<file path="config.mk">
export PLATFORM = sky130hd
export DESIGN_NAME = asp_core
export DESIGN_NICKNAME = d
export VERILOG_FILES = /design/src/verilog/asp_pkg.sv /design/src/verilog/asp_core.sv /design/src/verilog/asp_fifo.sv
export VERILOG_INCLUDE_DIRS = /design/src /design/src/verilog
export SDC_FILE = /design/constraint.sdc
export NUM_CORES = 1
export LEC_CHECK = 0
export ABC_AREA = 1
export BUFFER_PORTS_ARGS = -buffer_cell sky130_fd_sc_hd__buf_2
export CAP_MARGIN = 30
export CORE_MARGIN = 3
export CORE_UTILIZATION = 58
export CTS_CLUSTER_DIAMETER = 150
export CTS_CLUSTER_SIZE = 14
export DETAILED_ROUTE_END_ITERATION = 8
export PLACE_DENSITY = 0.8
export SKIP_LAST_GASP = 1
export SLEW_MARGIN = 20
export SYNTH_ARGS = -nofsm -noshare
export SYNTH_HDL_FRONTEND = slang
export SYNTH_SLANG_ARGS = --single-unit
</file>
<file path="constraint.sdc">
create_clock -name clock_i -period 2.3 [get_ports clock_i]
set_input_delay 0.115 -clock clock_i [delete_from_list [all_inputs] [get_ports clock_i]]
set_output_delay 0.115 -clock clock_i [all_outputs]
set_load 0.02 [all_outputs]
</file>
<file path="src/verilog/asp_defines.svh">
/*
 * Offsets, field positions, reset values and counts of the serial
 * converter port. Included by the package and by asp_core; asp_fifo does not include it.
 */
`ifndef ASP_DEFINES_SVH
`define ASP_DEFINES_SVH

`define ASP_ADDR_W       8
`define ASP_OFF_CONTROL  8'h00
`define ASP_OFF_CONFIG   8'h04
`define ASP_OFF_STATUS   8'h08
`define ASP_OFF_FRAMES   8'h0C

`define ASP_CFG_ENABLE   0
`define ASP_CFG_FLUSH    1
`define ASP_CFG_RESET    1'b1
`define ASP_ST_UNDERRUN  3

`define ASP_CTRL_BITS    8
`define ASP_CTRL_RESET   8'h00
`define ASP_CB_REF       5
`define ASP_CB_DUAL      4
`define ASP_CB_CHAN      3
`define ASP_CB_PM_HI     1
`define ASP_CB_PM_LO     0

`define ASP_PM_FOLLOW    2'h0
`define ASP_PM_ALWAYS    2'h1
`define ASP_PM_AUTO      2'h2

`define ASP_DATA_BITS    12
`define ASP_WORD_BITS    16
`define ASP_LEAD_ZEROS   4'h0
`define ASP_LAST_CTRL    4'h7
`define ASP_CTRL_DONE    4'h8
`define ASP_LAST_FALL    4'hF
`define ASP_ZERO_FALLS   4'h4
`define ASP_FIFO_DEPTH   8

`define ASP_RESP_OKAY    2'h0
`define ASP_RESP_SLVERR  2'h2

`endif

</file>
<file path="src/verilog/asp_pkg.sv">
/*
 * Types of the serial converter port.
 * Assumes asp_defines.svh is on the include path.
 */
`include "asp_defines.svh"

package asp_pkg;
	typedef logic [`ASP_DATA_BITS-1:0] asp_sample_t;
	typedef logic [`ASP_CTRL_BITS-1:0] asp_ctrl_t;
	typedef logic [`ASP_WORD_BITS-1:0] asp_word_t;
	typedef logic [`ASP_ADDR_W-1:0]    asp_addr_t;
	typedef logic [1:0]                asp_pmode_t;
	typedef enum logic [1:0] {
		ASP_IDLE,
		ASP_SHIFT,
		ASP_DONE
	} asp_state_t;
endpackage

</file>
<file path="src/verilog/asp_core.sv">
/*
 * Digital side of a two-channel 12-bit sampling converter: serial
 * control/result port, power and track/hold control, result FIFO and
 * an AXI4-Lite register slave.
 * Assumes pins arrive asynchronously and the serial clock is far
 * slower than clock_i (at least eight clock_i cycles per phase).
 */
`timescale 1ns/1ps
`include "asp_defines.svh"

module asp_core (
	input  wire logic                clock_i,
	input  wire logic                reset_n_i,
	input  wire asp_pkg::asp_addr_t  s_axi_awaddr_i,
	input  wire logic                s_axi_awvalid_i,
	output logic                     s_axi_awready_o,
	input  wire logic [31:0]         s_axi_wdata_i,
	input  wire logic [3:0]          s_axi_wstrb_i,
	input  wire logic                s_axi_wvalid_i,
	output logic                     s_axi_wready_o,
	output logic [1:0]               s_axi_bresp_o,
	output logic                     s_axi_bvalid_o,
	input  wire logic                s_axi_bready_i,
	input  wire asp_pkg::asp_addr_t  s_axi_araddr_i,
	input  wire logic                s_axi_arvalid_i,
	output logic                     s_axi_arready_o,
	output logic [31:0]              s_axi_rdata_o,
	output logic [1:0]               s_axi_rresp_o,
	output logic                     s_axi_rvalid_o,
	input  wire logic                s_axi_rready_i,
	input  wire logic                select_n_i,
	input  wire logic                serial_clock_i,
	input  wire logic                serial_in_i,
	output logic                     serial_out_o,
	output logic                     serial_out_oe_o,
	input  wire asp_pkg::asp_sample_t sample_data_i,
	input  wire logic                sample_valid_i,
	output logic                     sample_ready_o,
	output logic                     convert_start_o,
	output logic                     powered_o,
	output logic                     track_o,
	output logic                     pin_b_is_input_o,
	output logic                     pick_input_b_o,
	output logic                     internal_ref_en_o
);
	import asp_pkg::*;

	logic [2:0]  pin_meta_q;
	logic [2:0]  pin_sync_q;
	logic        sclk_last_q;
	logic        sel_last_q;
	logic        sel_n_s;
	logic        sclk_s;
	logic        din_s;
	logic        sclk_rise;
	logic        sclk_fall;
	logic        frame_start;
	logic        frame_end;
	asp_state_t  state_q;
	asp_state_t  state_d;
	logic [3:0]  rise_cnt_q;
	logic [3:0]  fall_cnt_q;
	asp_ctrl_t   ctrl_shift_q;
	asp_ctrl_t   ctrl_q;
	asp_ctrl_t   ctrl_next;
	logic        ctrl_load;
	logic        ctrl_take;
	asp_word_t   out_shift_q;
	asp_sample_t next_sample;
	asp_pmode_t  pmode;
	logic        powered_d;
	logic        powered_q;
	logic        pick_q;
	logic        start_q;
	logic        underrun_q;
	logic        fifo_valid;
	asp_sample_t fifo_data;
	logic [3:0]  fifo_level;
	logic        enable_q;
	logic        flush_q;
	logic [31:0] frames_q;

	// two-flop synchronisers; order {data in, serial clock, select}
	always_ff @(posedge clock_i) begin
		if (!reset_n_i) begin
			pin_meta_q  <= 3'h1;
			pin_sync_q  <= 3'h1;
			sclk_last_q <= 1'b0;
			sel_last_q  <= 1'b1;
		end else begin
			pin_meta_q  <= {serial_in_i, serial_clock_i, select_n_i};
			pin_sync_q  <= pin_meta_q;
			sclk_last_q <= pin_sync_q[1];
			sel_last_q  <= pin_sync_q[0];
		end
	end

	assign sel_n_s     = pin_sync_q[0];
	assign sclk_s      = pin_sync_q[1];
	assign din_s       = pin_sync_q[2];
	assign sclk_rise   = sclk_s && !sclk_last_q;
	assign sclk_fall   = !sclk_s && sclk_last_q;
	// a disabled port ignores new frames; one under way still drives the line until select goes high
	assign frame_start = sel_last_q && !sel_n_s && enable_q;
	assign frame_end   = !sel_last_q && sel_n_s;

	always_comb begin
		state_d = state_q;
		unique case (state_q)
			ASP_IDLE: begin
				if (frame_start) begin
					state_d = ASP_SHIFT;
				end
			end
			ASP_SHIFT: begin
				if (frame_end) begin
					state_d = ASP_IDLE;
				end else if (sclk_fall && fall_cnt_q == `ASP_LAST_FALL) begin
					state_d = ASP_DONE;
				end
			end
			ASP_DONE: begin
				if (frame_end) begin
					state_d = ASP_IDLE;
				end
			end
		endcase
	end

	always_ff @(posedge clock_i) begin
		if (!reset_n_i) begin
			state_q <= ASP_IDLE;
		end else begin
			state_q <= state_d;
		end
	end

	// control capture: only the first eight rising edges of a frame
	assign ctrl_take = sclk_rise && state_q != ASP_IDLE
		&& rise_cnt_q != `ASP_CTRL_DONE;
	assign ctrl_load = ctrl_take && rise_cnt_q == `ASP_LAST_CTRL;
	assign ctrl_next = {ctrl_shift_q[6:0], din_s};

	always_ff @(posedge clock_i) begin
		if (!reset_n_i) begin
			rise_cnt_q   <= 4'h0;
			ctrl_shift_q <= `ASP_CTRL_RESET;
			ctrl_q       <= `ASP_CTRL_RESET;
		end else if (frame_start) begin
			rise_cnt_q <= 4'h0;
		end else if (ctrl_take) begin
			rise_cnt_q   <= 4'(rise_cnt_q + 1'b1);
			ctrl_shift_q <= ctrl_next;
			if (ctrl_load) begin
				ctrl_q <= ctrl_next;
			end
		end
	end

	// result word: a missing sample goes out as zero, flagged
	assign next_sample = fifo_valid ? fifo_data : '0;

	always_ff @(posedge clock_i) begin
		if (!reset_n_i) begin
			fall_cnt_q  <= 4'h0;
			out_shift_q <= '0;
		end else if (frame_start) begin
			fall_cnt_q  <= 4'h0;
			out_shift_q <= {`ASP_LEAD_ZEROS, next_sample};
		end else if (sclk_fall && state_q == ASP_SHIFT) begin
			fall_cnt_q  <= 4'(fall_cnt_q + 1'b1);
			out_shift_q <= {out_shift_q[14:0], 1'b0};
		end
	end

	// about three clock_i cycles from pin edge to line change
	assign serial_out_o    = out_shift_q[`ASP_WORD_BITS-1];
	assign serial_out_oe_o = (state_q != ASP_IDLE);

	// power: code 3 is undefined and is treated like code 0
	assign pmode = ctrl_q[`ASP_CB_PM_HI:`ASP_CB_PM_LO];
	assign powered_d = (pmode == `ASP_PM_ALWAYS) ? 1'b1
		: (pmode == `ASP_PM_AUTO) ? (state_d == ASP_SHIFT)
		: (state_d != ASP_IDLE);

	always_ff @(posedge clock_i) begin
		if (!reset_n_i) begin
			powered_q <= 1'b0;
			pick_q    <= 1'b0;
			start_q   <= 1'b0;
		end else begin
			powered_q <= powered_d;
			start_q   <= frame_start;
			if (frame_start) begin
				pick_q <= ctrl_q[`ASP_CB_DUAL] && ctrl_q[`ASP_CB_CHAN];
			end
		end
	end

	assign convert_start_o   = start_q;
	assign powered_o         = powered_q;
	assign track_o           = (state_q != ASP_SHIFT);
	assign pin_b_is_input_o  = ctrl_q[`ASP_CB_DUAL];
	assign pick_input_b_o    = pick_q;
	assign internal_ref_en_o = !ctrl_q[`ASP_CB_REF];

	asp_fifo #(
		.WIDTH (`ASP_DATA_BITS),
		.DEPTH (`ASP_FIFO_DEPTH)
	) u_fifo (
		.clock_i     (clock_i),
		.reset_n_i   (reset_n_i),
		.flush_i     (flush_q),
		.in_valid_i  (sample_valid_i),
		.in_data_i   (sample_data_i),
		.in_ready_o  (sample_ready_o),
		.out_valid_o (fifo_valid),
		.out_data_o  (fifo_data),
		.out_ready_i (frame_start),
		.level_o     (fifo_level)
	);

	// AXI4-Lite slave
	logic        aw_hold_q;
	asp_addr_t   awaddr_q;
	logic        w_hold_q;
	logic [31:0] wdata_q;
	logic [3:0]  wstrb_q;
	logic        bvalid_q;
	logic [1:0]  bresp_q;
	logic        rvalid_q;
	logic [31:0] rdata_q;
	logic [1:0]  rresp_q;
	logic        do_write;
	logic        do_read;
	logic        wr_config;
	logic        wr_status;
	logic        clr_underrun;
	logic [31:0] status_word;
	logic [31:0] rd_word;

	function automatic logic reg_mapped(input asp_addr_t a);
		reg_mapped = (a == `ASP_OFF_CONTROL) || (a == `ASP_OFF_CONFIG)
			|| (a == `ASP_OFF_STATUS) || (a == `ASP_OFF_FRAMES);
	endfunction

	assign s_axi_awready_o = !aw_hold_q && !bvalid_q;
	assign s_axi_wready_o  = !w_hold_q && !bvalid_q;
	assign s_axi_arready_o = !rvalid_q;
	assign s_axi_bvalid_o  = bvalid_q;
	assign s_axi_bresp_o   = bresp_q;
	assign s_axi_rvalid_o  = rvalid_q;
	assign s_axi_rdata_o   = rdata_q;
	assign s_axi_rresp_o   = rresp_q;

	assign do_write     = aw_hold_q && w_hold_q && !bvalid_q;
	assign do_read      = s_axi_arvalid_i && !rvalid_q;
	assign wr_config    = do_write && awaddr_q == `ASP_OFF_CONFIG
		&& wstrb_q[0];
	assign wr_status    = do_write && awaddr_q == `ASP_OFF_STATUS
		&& wstrb_q[0];
	assign clr_underrun = wr_status && wdata_q[`ASP_ST_UNDERRUN];

	assign status_word = {20'h0, fifo_level, 4'h0, underrun_q, powered_q,
		state_q == ASP_SHIFT, state_q != ASP_IDLE};
	assign rd_word =
		(s_axi_araddr_i == `ASP_OFF_CONTROL) ? {24'h0, ctrl_q}
		: (s_axi_araddr_i == `ASP_OFF_CONFIG) ? {31'h0, enable_q}
		: (s_axi_araddr_i == `ASP_OFF_STATUS) ? status_word
		: (s_axi_araddr_i == `ASP_OFF_FRAMES) ? frames_q
		: 32'h0;

	always_ff @(posedge clock_i) begin
		if (!reset_n_i) begin
			aw_hold_q <= 1'b0;
			awaddr_q  <= '0;
			w_hold_q  <= 1'b0;
			wdata_q   <= 32'h0;
			wstrb_q   <= 4'h0;
			bvalid_q  <= 1'b0;
			bresp_q   <= `ASP_RESP_OKAY;
		end else begin
			if (s_axi_awvalid_i && s_axi_awready_o) begin
				aw_hold_q <= 1'b1;
				awaddr_q  <= s_axi_awaddr_i;
			end
			if (s_axi_wvalid_i && s_axi_wready_o) begin
				w_hold_q <= 1'b1;
				wdata_q  <= s_axi_wdata_i;
				wstrb_q  <= s_axi_wstrb_i;
			end
			if (do_write) begin
				aw_hold_q <= 1'b0;
				w_hold_q  <= 1'b0;
				bvalid_q  <= 1'b1;
				bresp_q   <= reg_mapped(awaddr_q) ? `ASP_RESP_OKAY
					: `ASP_RESP_SLVERR;
			end else if (bvalid_q && s_axi_bready_i) begin
				bvalid_q <= 1'b0;
			end
		end
	end

	always_ff @(posedge clock_i) begin
		if (!reset_n_i) begin
			rvalid_q <= 1'b0;
			rdata_q  <= 32'h0;
			rresp_q  <= `ASP_RESP_OKAY;
		end else if (do_read) begin
			rvalid_q <= 1'b1;
			rdata_q  <= rd_word;
			rresp_q  <= reg_mapped(s_axi_araddr_i) ? `ASP_RESP_OKAY
				: `ASP_RESP_SLVERR;
		end else if (rvalid_q && s_axi_rready_i) begin
			rvalid_q <= 1'b0;
		end
	end

	// underrun set wins over a clear in the same cycle
	always_ff @(posedge clock_i) begin
		if (!reset_n_i) begin
			enable_q   <= `ASP_CFG_RESET;
			flush_q    <= 1'b0;
			underrun_q <= 1'b0;
			frames_q   <= 32'h0;
		end else begin
			flush_q <= wr_config && wdata_q[`ASP_CFG_FLUSH];
			if (wr_config) begin
				enable_q <= wdata_q[`ASP_CFG_ENABLE];
			end
			if (frame_start && !fifo_valid) begin
				underrun_q <= 1'b1;
			end else if (clr_underrun) begin
				underrun_q <= 1'b0;
			end
			if (frame_start) begin
				frames_q <= 32'(frames_q + 1'b1);
			end
		end
	end
endmodule

</file>
<file path="src/verilog/asp_fifo.sv">
/*
 * Synchronous FIFO with valid/ready on both sides and a flush.
 * Assumes one clock and a synchronous active-low reset.
 */
`timescale 1ns/1ps

module asp_fifo #(
	parameter int unsigned WIDTH = 12,
	parameter int unsigned DEPTH = 8
) (
	input  wire logic                         clock_i,
	input  wire logic                         reset_n_i,
	input  wire logic                         flush_i,
	input  wire logic                         in_valid_i,
	input  wire logic [WIDTH-1:0]             in_data_i,
	output logic                              in_ready_o,
	output logic                              out_valid_o,
	output logic [WIDTH-1:0]                  out_data_o,
	input  wire logic                         out_ready_i,
	output logic [$clog2(DEPTH+1)-1:0]        level_o
);
	localparam int unsigned AW = $clog2(DEPTH);
	localparam int unsigned CW = $clog2(DEPTH+1);

	logic [WIDTH-1:0] mem_q [DEPTH];
	logic [AW-1:0]    wr_q;
	logic [AW-1:0]    rd_q;
	logic [CW-1:0]    cnt_q;
	logic             push;
	logic             pop;

	// wraps for any depth, not only powers of two
	function automatic logic [AW-1:0] next_ptr(input logic [AW-1:0] p);
		next_ptr = (p == AW'(DEPTH-1)) ? '0 : AW'(p + 1'b1);
	endfunction

	assign in_ready_o  = (cnt_q != CW'(DEPTH));
	assign out_valid_o = (cnt_q != '0);
	assign out_data_o  = mem_q[rd_q];
	assign level_o     = cnt_q;
	assign push        = in_valid_i && in_ready_o;
	assign pop         = out_valid_o && out_ready_i;

	always_ff @(posedge clock_i) begin
		if (push) begin
			mem_q[wr_q] <= in_data_i;
		end
	end

	always_ff @(posedge clock_i) begin
		if (!reset_n_i || flush_i) begin
			wr_q  <= '0;
			rd_q  <= '0;
			cnt_q <= '0;
		end else begin
			if (push) begin
				wr_q <= next_ptr(wr_q);
			end
			if (pop) begin
				rd_q <= next_ptr(rd_q);
			end
			if (push && !pop) begin
				cnt_q <= CW'(cnt_q + 1'b1);
			end else if (pop && !push) begin
				cnt_q <= CW'(cnt_q - 1'b1);
			end
		end
	end
endmodule

</file>
==> reports/qor.yml, run 1 <==
floorplanning:
  coreArea_um2: 17400
  num_rows: 48
  pin_count: 125
  chipWidth_um: 140
  initial_core_util_pct: 59.5
  die_h_um: 140
  dieArea_um2: 19500
routing:
  drt_first_pass_iters: 6
  wl_per_cell_um: 14.8
  via_per_inst: 5.46
  antenna_left: 0
  wirelength_um: 23100
  vias: 8495
  drtIter0Drc: 680
  drc: 0
synthesis:
  synth_area_leaders: "dfxtp_1, edfxtp_1, nor2_1"
  postSynthAreaPerCell_um2: 8.60
  synth_top_area_share_pct: 29.0
  ys_seq_area_share_pct: 56.8
  ys_types: 42
  synth_seq_cells: 246
  synthFlopType: "dfxtp_1"
  synthTopCellsByCount: "nor2_1, nand2_1, dfxtp_1"
  netlist_instances: 1206
  ys_async_sr_fraction_pct: 0
  synth_edf_count: 96
  ys_warn_count: 0
  post-synth-top-area-cell: "dfxtp_1"
  netlist_area_um2: 10400
  yosysMostFrequentCell: "nor2_1"
global_routing:
  grt.overflow.total: 0
  grt_max_degree: 49
  grt_usage_pct: 23.2
  first_global_vias: 7981
  grt_first_pass_wirelength_um: 37800
  antenna_found_initial: 0
timing:
  worstMarginPinSlew_ns: 0.675
  fin_crit_ns: 2.09
  setup_viol: 0
  slew_headroom_pct: 54.9
  setup_tns_ns: 0
  clock.fmax_mhz: 478
  fin_ws_ns: 0.207
  fin_worst_skew_ns: 0.0104
  drv_slew: 0
  hold_viol_final: 0
  period_share_pct: 91.0
power_and_ir_drop:
  max-vdd-ir-drop_v: 0.000826
  pwr-share-comb_pct: 9.9
  p_seq_share_pct: 54.4
  power.share.switching_pct: 24.0
  internal-power_uw: 6680
  leakagePower_uw: 0.00455
  pwr-share-clk_pct: 35.7
  power.switching_uw: 2110
  p_per_area_nw_per_um2: 736
clock_tree:
  clkTransAtPathRegs_ns: 0.06
  numCtsBuffers: 21
  root_buffer: "clkbuf_16"
  post_cts_buffers: 0
  cts_num_sinks: 246
  h-tree-depth: 1
  cts.path.max_buffers: 3
  cts_tree: "done"
  worst_skew_pair.late_latency_ns: 0.50
hold_path:
  hold_path.class: "in2reg"
  min_path_cells: 3
final_layout:
  final_cell_area_um2: 11900
  final_layout_size_suffix_gt1_share_pct: 12.4
  fin_cells: 1555
  final_core_util_pct: 68.5
  fin_nets: 1412
  area_growth_pct: 15.1
  diodes: 0
flow_run:
  max_cap_violations: 0
worst_setup_path:
  critPathArrivalTime_ns: 2.54
  crit_fanout: 6
  crit_type: "reg2reg"
  crit_path_end_kind: "flip-flop"
  rrSetupSlack_ns: 0.21
  r2r_cells: 14
  cp.required_ns: 2.74
  cp-start-kind: "flip-flop"
outcome:
  status: "complete, no violations"
placed_design:
  dpl.hpwl_um: 15300
  placed_area_um2: 11000
  gp_congestion: 0.863
  dp_slack_ns: 0.0739
  dp_cells: 1494
  port_buffers: 90
[flip-flops by register name, indices dropped and copies added (netlist names), 4 cells and up, named ones only]
register and count:
awaddr_q 8, fall_cnt_q 4, ctrl_q 8, s_axi_rdata_o 32
u_fifo.mem_q 96, frames_q 32, out_shift_q 16, ctrl_shift_q 7
u_fifo.level_o 4, rise_cnt_q 4
[power by group through the flow]
| stage | combinational, uW | sequential, uW | clock [uW] |
|---|---|---|---|
| 2_1_floorplan | 535 | 4880 | 0 |
| 3_3_place_gp | 782 | 4860 | 0 |
| 3_5_place_dp | 815 | 4870 | 0 |
| 4_1_cts | 858 | 4780 | 3190 |
| 5_1_grt | 985 | 4800 | 3370 |
| 6_report | 870 | 4780 | 3140 |
[worst max-delay path, cell delays in order, from the launching register on]
cell and delay, ns:
dfxtp_2 0.36, nor2_2 0.15, nand3_2 0.10, nand2_2 0.12
inv_1 0.07, ha_1 0.18, inv_2 0.10, ha_1 0.27
a21oi_1 0.14, nand2_1 0.09, a21oi_1 0.15, o21ai_1 0.10
nand2_1 0.07, nand2_1 0.05, nor2_1 0.09
[metrics by stage]
stage	hold WS, ns	power [uW]
global route	0.0804	9150
global placement	0.300	5650
CTS	0.0293	8820
finish	0.0622	8790
floorplan	0.205	5410
detailed placement	0.305	5690
[kinds of logic after synthesis]
kind of cell / count (synthesis) / share of synthesized area (%)
other: 1 / 0.0362
and+or+nand+nor: 513 / 20.9
adders and majority gates: 15 / 1.88
xor gates and xnor gates: 6 / 0.507
buffers and inverters: 160 / 6.14
DFF: 246 / 56.8
AOI/OAI and AO/OA: 265 / 13.8
[final timing paths]
kind	from	to
worst max register to register	u_fifo.level_o[1]	u_fifo.level_o[3]
worst min register to register	pin_meta_q[0]	pin_sync_q[0]
worst min-delay path	s_axi_wvalid_i	w_hold_q
worst max-delay path	u_fifo.level_o[1]	u_fifo.level_o[3]
[per-layer routing]
layer  GRT usage, %  vias to the layer above  part of all wire [%]
met4           7.04                        0                   3.0
met1           29.0                     3942                    41
li1               -                     4258                     -
met3           3.85                       60                   5.6
met5              0                        -                     0
met2           41.5                      235                    51
[cell usage in the layout, fill, tap and decap left out, types with 4 or more instances in the layout]
cell             n
a21oi_1         99
nand2_2          4
clkbuf_1         8
o211ai_1        25
buf_2           90
inv_1          103
dlygate4sd3_1   30
ha_1            14
edfxtp_1        96
nand4_1          7
clkbuf_16       21
o21ai_0        125
buf_4           22
nor2_2           4
nand3_1         79
xor2_1           5
nor2_1         201
nor3_1           8
nand2_1        194
dfxtp_1        148
inv_2            5
a31oi_1          5
[layout make-up]
cell class | count | area, um^2
clock buffers | 29 | 556
clock inverters | 2 | 17.5
fillers | 1384 | 5480
inverters | 110 | 415
multi-input cells | 801 | 3860
flip-flops and latches | 246 | 5890
well taps | 225 | 282
repair buffers | 142 | 916
[timing repair]
action,CTS,global route
hold buffers,30,0
endpoints found under the hold margin,114,0
resized for setup,0,8
setup endpoints to repair,0,4
Note: power is estimated with default switching activity, not from simulation.
==> run 2, diff against run 1 <==
--- a/config.mk
+++ b/config.mk
@@ -14,6 +14,7 @@
 export CTS_CLUSTER_DIAMETER = 150
 export CTS_CLUSTER_SIZE = 14
 export DETAILED_ROUTE_END_ITERATION = 8
+export GPL_TIMING_DRIVEN = 0
 export PLACE_DENSITY = 0.8
 export SKIP_LAST_GASP = 1
 export SLEW_MARGIN = 20
==> run 2 against run 1 <==
Clock skew is 0.00060 ns higher. Final cell count is 2.1% higher. First-iteration DRC count is 30% higher. Combinational power is 6.4% higher. Critical path type unchanged. Fmax is 3.7% higher. Via count is 4.2% higher. Total power is 1.2% higher. Count of clock-buffer cells in the layout stayed put. Die area stayed put. Largest cell class unchanged. Register-to-register slack better by 0.08 ns. Clock power is 2% higher. Sequential share of layout area is 0.42 points lower.
==> reports/qor.yml, run 2 (synthesized netlist as in run 1, its figures left out) <==
final_layout:
  final_common_cell: "nand2_1"
  final_cell_mix: "nand2_1, nor2_1, dfxtp_1"
  final_core_util_pct: 69.1
  area_growth_pct: 16.1
  largest-register: "u_fifo.mem_q"
  fin_nets: 1444
  final_layout_size_suffix_gt1_share_pct: 12.3
  largest_reg_flops: 96
  diodes: 0
  final_cell_area_um2: 12000
floorplanning:
  dieArea_um2: 19500
  die_h_um: 140
  initial_core_util_pct: 59.5
  chipWidth_um: 140
  pin_count: 125
  coreArea_um2: 17400
  num_rows: 48
power_and_ir_drop:
  p_per_area_nw_per_um2: 739
  power.switching_uw: 2220
  max-vdd-ir-drop_v: 0.000790
  finalPower_uw: 8900
  power.share.switching_pct: 24.9
  leakagePower_uw: 0.00457
  pwr-share-clk_pct: 35.8
  pwr-share-comb_pct: 10.4
  internal-power_uw: 6680
  p_seq_share_pct: 53.8
hold_path:
  min_path_cells: 3
  hold_path.class: "in2reg"
flow_run:
  max_cap_violations: 0
timing:
  hold_viol_final: 0
  clock.fmax_mhz: 496
  fin_ws_ns: 0.282
  fin_crit_ns: 2.02
  setup_viol: 0
  slew_headroom_pct: 42.4
  drv_slew: 0
  fin_worst_skew_ns: 0.0110
  period_share_pct: 87.7
  worstMarginPinSlew_ns: 0.862
  rsz0062_at_grt: "false"
placed_design:
  dp_slack_ns: 0.0133
  gp_congestion: 0.881
  port_buffers: 90
  placed_area_um2: 11100
  dpl.hpwl_um: 17500
routing:
  drtIter0Drc: 887
  drc: 0
  wirelength_um: 26500
  drt_first_pass_iters: 6
  wl_per_cell_um: 16.7
  antenna_left: 0
  via_per_inst: 5.58
  vias: 8855
clock_tree:
  root_buffer: "clkbuf_16"
  h-tree-depth: 1
  clkTransAtPathRegs_ns: 0.07
  cts_num_sinks: 246
  cts_tree: "done"
  numCtsBuffers: 21
  cts.path.max_buffers: 3
  worst_skew_pair.late_latency_ns: 0.51
global_routing:
  grt_usage_pct: 26.7
  first_global_vias: 8439
  grt_max_degree: 16
  grt_first_pass_wirelength_um: 42400
  antenna_found_initial: 0
  grt.overflow.total: 0
worst_setup_path:
  crit_fanout: 5
  cp-start-kind: "flip-flop"
  r2r_cells: 14
  critPathArrivalTime_ns: 2.47
  crit_type: "reg2reg"
  cp.required_ns: 2.75
  crit_path_end_kind: "flip-flop"
outcome:
  status: "complete, no violations"
-- run 2: path summary, 6_finish.rpt --
kind                startpoint                 to  slack (ns)
min reg2reg      pin_meta_q[0]      pin_sync_q[0]        0.42
min             s_axi_wvalid_i           w_hold_q        0.06
max          u_fifo.level_o[0]  u_fifo.level_o[3]        0.28
max reg2reg  u_fifo.level_o[0]  u_fifo.level_o[3]        0.28
-- run 2: repair_timing --
action                                  in CTS  in global routing
endpoints found under the hold margin      116                  0
resized for setup                            0                  6
endpoints found under the setup margin       0                  1
setup buffers                                0                  3
hold buffers                                31                  0
-- run 2: layer usage --
metal  vias up  track usage, %  share of wire [%]
li1       4328               -                  -
met1      4075            34.1                 40
met2       374            46.4                 49
met3        78            3.92                6.8
met4         0            9.89                3.3
met5         -               0                  0
-- run 2: power by group through the flow --
stage | registers, uW | logic [uW] | clock network, uW
3_3_place_gp | 4870 | 818 | 0
3_5_place_dp | 4880 | 852 | 0
6_report | 4790 | 926 | 3190
4_1_cts | 4780 | 900 | 3200
2_1_floorplan | 4880 | 535 | 0
5_1_grt | 4800 | 1040 | 3380
-- run 2: stage by stage --
| step | setup TNS (ns) | hold WS, ns | cells |
|---|---|---|---|
| 2_1_floorplan | 0 | 0.205 | 1207 |
| 5_1_grt | 0 | 0.0786 | 1587 |
| 4_1_cts | 0 | 0.0405 | 1584 |
| 3_3_place_gp | -2.50 | 0.299 | 1522 |
| 6_report | 0 | 0.0587 | 1587 |
| 3_5_place_dp | 0 | 0.303 | 1522 |
-- run 2: final cells by class --
cell class	count	area (um^2)
Sequential cell	246	5890
Fill cell	1376	5380
Multi-Input combinational cell	801	3870
Timing Repair Buffer	124	783
Clock buffer	29	556
Inverter	110	418
Tap cell	225	282
Buffer	50	221
Clock inverter	2	17.5
-- run 2: critical path, cell delays in order, from the launching register on --
cell and delay, ns:
dfxtp_1 0.36, nor2_2 0.14, nand3_1 0.12, nand2_2 0.11, inv_1 0.06, ha_1 0.18, inv_2 0.09, ha_1 0.26
a21oi_1 0.14, nand2_1 0.08, a21oi_1 0.11, o21ai_1 0.09, nand2_1 0.06, nand2_1 0.05, nor2_1 0.11
==> run 3, diff against run 2 <==
--- a/config.mk
+++ b/config.mk
@@ -15,6 +15,7 @@
 export CTS_CLUSTER_SIZE = 14
 export DETAILED_ROUTE_END_ITERATION = 8
 export GPL_TIMING_DRIVEN = 0
+export HOLD_SLACK_MARGIN = 0.1
 export PLACE_DENSITY = 0.8
 export SKIP_LAST_GASP = 1
 export SLEW_MARGIN = 20
==> constraint.sdc (replaced) <==
create_clock -name clock_i -period 2.3 [get_ports clock_i]
set_input_delay 0.23 -clock clock_i [delete_from_list [all_inputs] [get_ports clock_i]]
set_output_delay 0.23 -clock clock_i [all_outputs]
set_load 0.02 [all_outputs]
==> run 3 against run 2 <==
Final cell count is essentially flat. Worst hold slack gained 0.085 ns. Sequential cell count is the same. Utilization shrank 0.057 points. Sequential power is essentially flat. Routed wire length shrank 0.32%. Clock power is essentially flat. Register-to-register slack lost 0.02 ns. Critical endpoint unchanged. Die area is the same. Fmax shrank 0.98%. First-iteration DRC count shrank 11%.
==> reports/qor.yml, run 3 (synthesized netlist as in run 1, its figures left out) <==
routing:
  wirelength_um: 26500
  vias: 8832
  drtIter0Drc: 790
  via_per_inst: 5.57
  drc: 0
  drt_first_pass_iters: 7
  wl_per_cell_um: 16.7
  antenna_left: 0
timing:
  setup_tns_ns: 0
  setup_viol: 0
  clock.fmax_mhz: 491
  worstMarginPinSlew_ns: 0.860
  period_share_pct: 88.6
  rsz0062_at_grt: "false"
  slew_headroom_pct: 42.6
  hold_viol_final: 0
  fin_worst_skew_ns: 0.00995
  fin_crit_ns: 2.04
  drv_slew: 0
clock_tree:
  cts_num_sinks: 246
  worst_skew_pair.late_latency_ns: 0.51
  root_buffer: "clkbuf_16"
  h-tree-depth: 1
  cts.path.max_buffers: 3
  cts_tree: "done"
  clkTransAtPathRegs_ns: 0.06
  numCtsBuffers: 21
global_routing:
  grt.overflow.total: 0
  grt_max_degree: 16
  first_global_vias: 8438
  grt_usage_pct: 26.7
  grt_first_pass_wirelength_um: 42400
  antenna_found_initial: 0
power_and_ir_drop:
  max-vdd-ir-drop_v: 0.000792
  p_per_area_nw_per_um2: 739
  power.share.switching_pct: 24.8
  internal-power_uw: 6680
  pwr-share-clk_pct: 35.8
  p_seq_share_pct: 53.9
  finalPower_uw: 8890
  power.switching_uw: 2210
  pwr-share-comb_pct: 10.4
  leakagePower_uw: 0.00457
hold_path:
  min_path_cells: 4
  hold_path_startpoint: "sample_valid_i"
  hold_path.class: "in2reg"
  min_to: "u_fifo.wr_q[2]"
worst_setup_path:
  r2r_cells: 14
  cp.required_ns: 2.74
  critPathArrivalTime_ns: 2.48
  r2r-end: "u_fifo.level_o[3]"
  crit_type: "reg2reg"
  cp-start-kind: "flip-flop"
  crit_fanout: 5
  worstReg2RegStart: "u_fifo.level_o[0]"
  rrSetupSlack_ns: 0.26
  crit_path_end_kind: "flip-flop"
final_layout:
  fill_cells: 1374
  fin_nets: 1443
  area_growth_pct: 16.0
  largest_reg_flops: 96
  largest-register: "u_fifo.mem_q"
  fin_cells: 1586
  final_core_util_pct: 69.1
  final_common_cell: "nand2_1"
  diodes: 0
  final_cell_mix: "nand2_1, nor2_1, dfxtp_1"
  final_layout_size_suffix_gt1_share_pct: 12.3
floorplanning:
  coreArea_um2: 17400
  initial_core_util_pct: 59.5
  dieArea_um2: 19500
  chipWidth_um: 140
  num_rows: 48
  die_h_um: 140
  pin_count: 125
placed_design:
  dp_cells: 1522
  dpl.hpwl_um: 17500
  gp_congestion: 0.881
  port_buffers: 90
outcome:
  status: "complete, no violations"
flow_run:
  max_cap_violations: 0
## run 3: metal layers
metal	GRT usage [%]	routed length, um	share of wire [%]
met1	34.0	10800	41
met2	46.4	13100	50
met3	3.88	1740	6.6
met4	9.89	830	3.1
met5	0	0	0
## run 3: through the flow
step | setup slack [ns] | cell area (um^2) | hold WS, ns
3_3_place_gp | -0.108 | 11100 | 0.398
5_1_grt | 0.00647 | 12000 | 0.143
6_report | 0.262 | 12000 | 0.144
3_5_place_dp | 0.0133 | 11100 | 0.399
2_1_floorplan | 0.162 | 10400 | 0.320
4_1_cts | 0.00788 | 12000 | 0.110
## run 3: repair_timing
item	CTS	global route
endpoints found under the hold margin	115	0
gates resized for setup	0	6
endpoints found under the setup margin	0	1
buffers inserted	0	3
hold buffers	30	0
## run 3: worst max-delay path, cell delays in order, from the launching register on
cell and delay (ns):
dfxtp_1 0.36, nor2_2 0.14, nand3_1 0.12, nand2_2 0.11
inv_1 0.06, ha_1 0.18, inv_2 0.09, ha_1 0.26
a21oi_1 0.14, nand2_1 0.08, a21oi_1 0.11, o21ai_1 0.09
nand2_1 0.06, nand2_1 0.05, nor2_1 0.11
## run 3: cell type report
class	count	area (um^2)	share of cell area, %
clock inverters	2	17.5	0.146
repair buffers	123	773	6.43
well taps	225	282	2.34
plain buffers	50	221	1.84
multi-input cells	801	3870	32.2
flip-flops and latches	246	5890	48.9
clock buffers	29	556	4.62
inverters	110	418	3.47
## run 3: worst max path at each step
stage,to,depth (start not counted),from,slack [ns]
floorplan,u_fifo.level_o[3],13,u_fifo.level_o[0],0.16
global placement,u_fifo.mem_q[0][10],6,u_fifo.level_o[1],-0.11
detailed placement,u_fifo.level_o[3],13,enable_q,0.01
CTS,u_fifo.level_o[3],13,enable_q,0.008
global route,u_fifo.level_o[3],14,u_fifo.level_o[0],0.006
finish,u_fifo.level_o[3],14,u_fifo.level_o[0],0.26
## run 3: power groups by stage
stage	Sequential [uW]	Combinational [uW]	Clock (uW)
floorplan	4880	535	0
global placement	4870	818	0
detailed placement	4880	852	0
CTS	4780	898	3200
global route	4800	1030	3390
finish	4790	923	3180
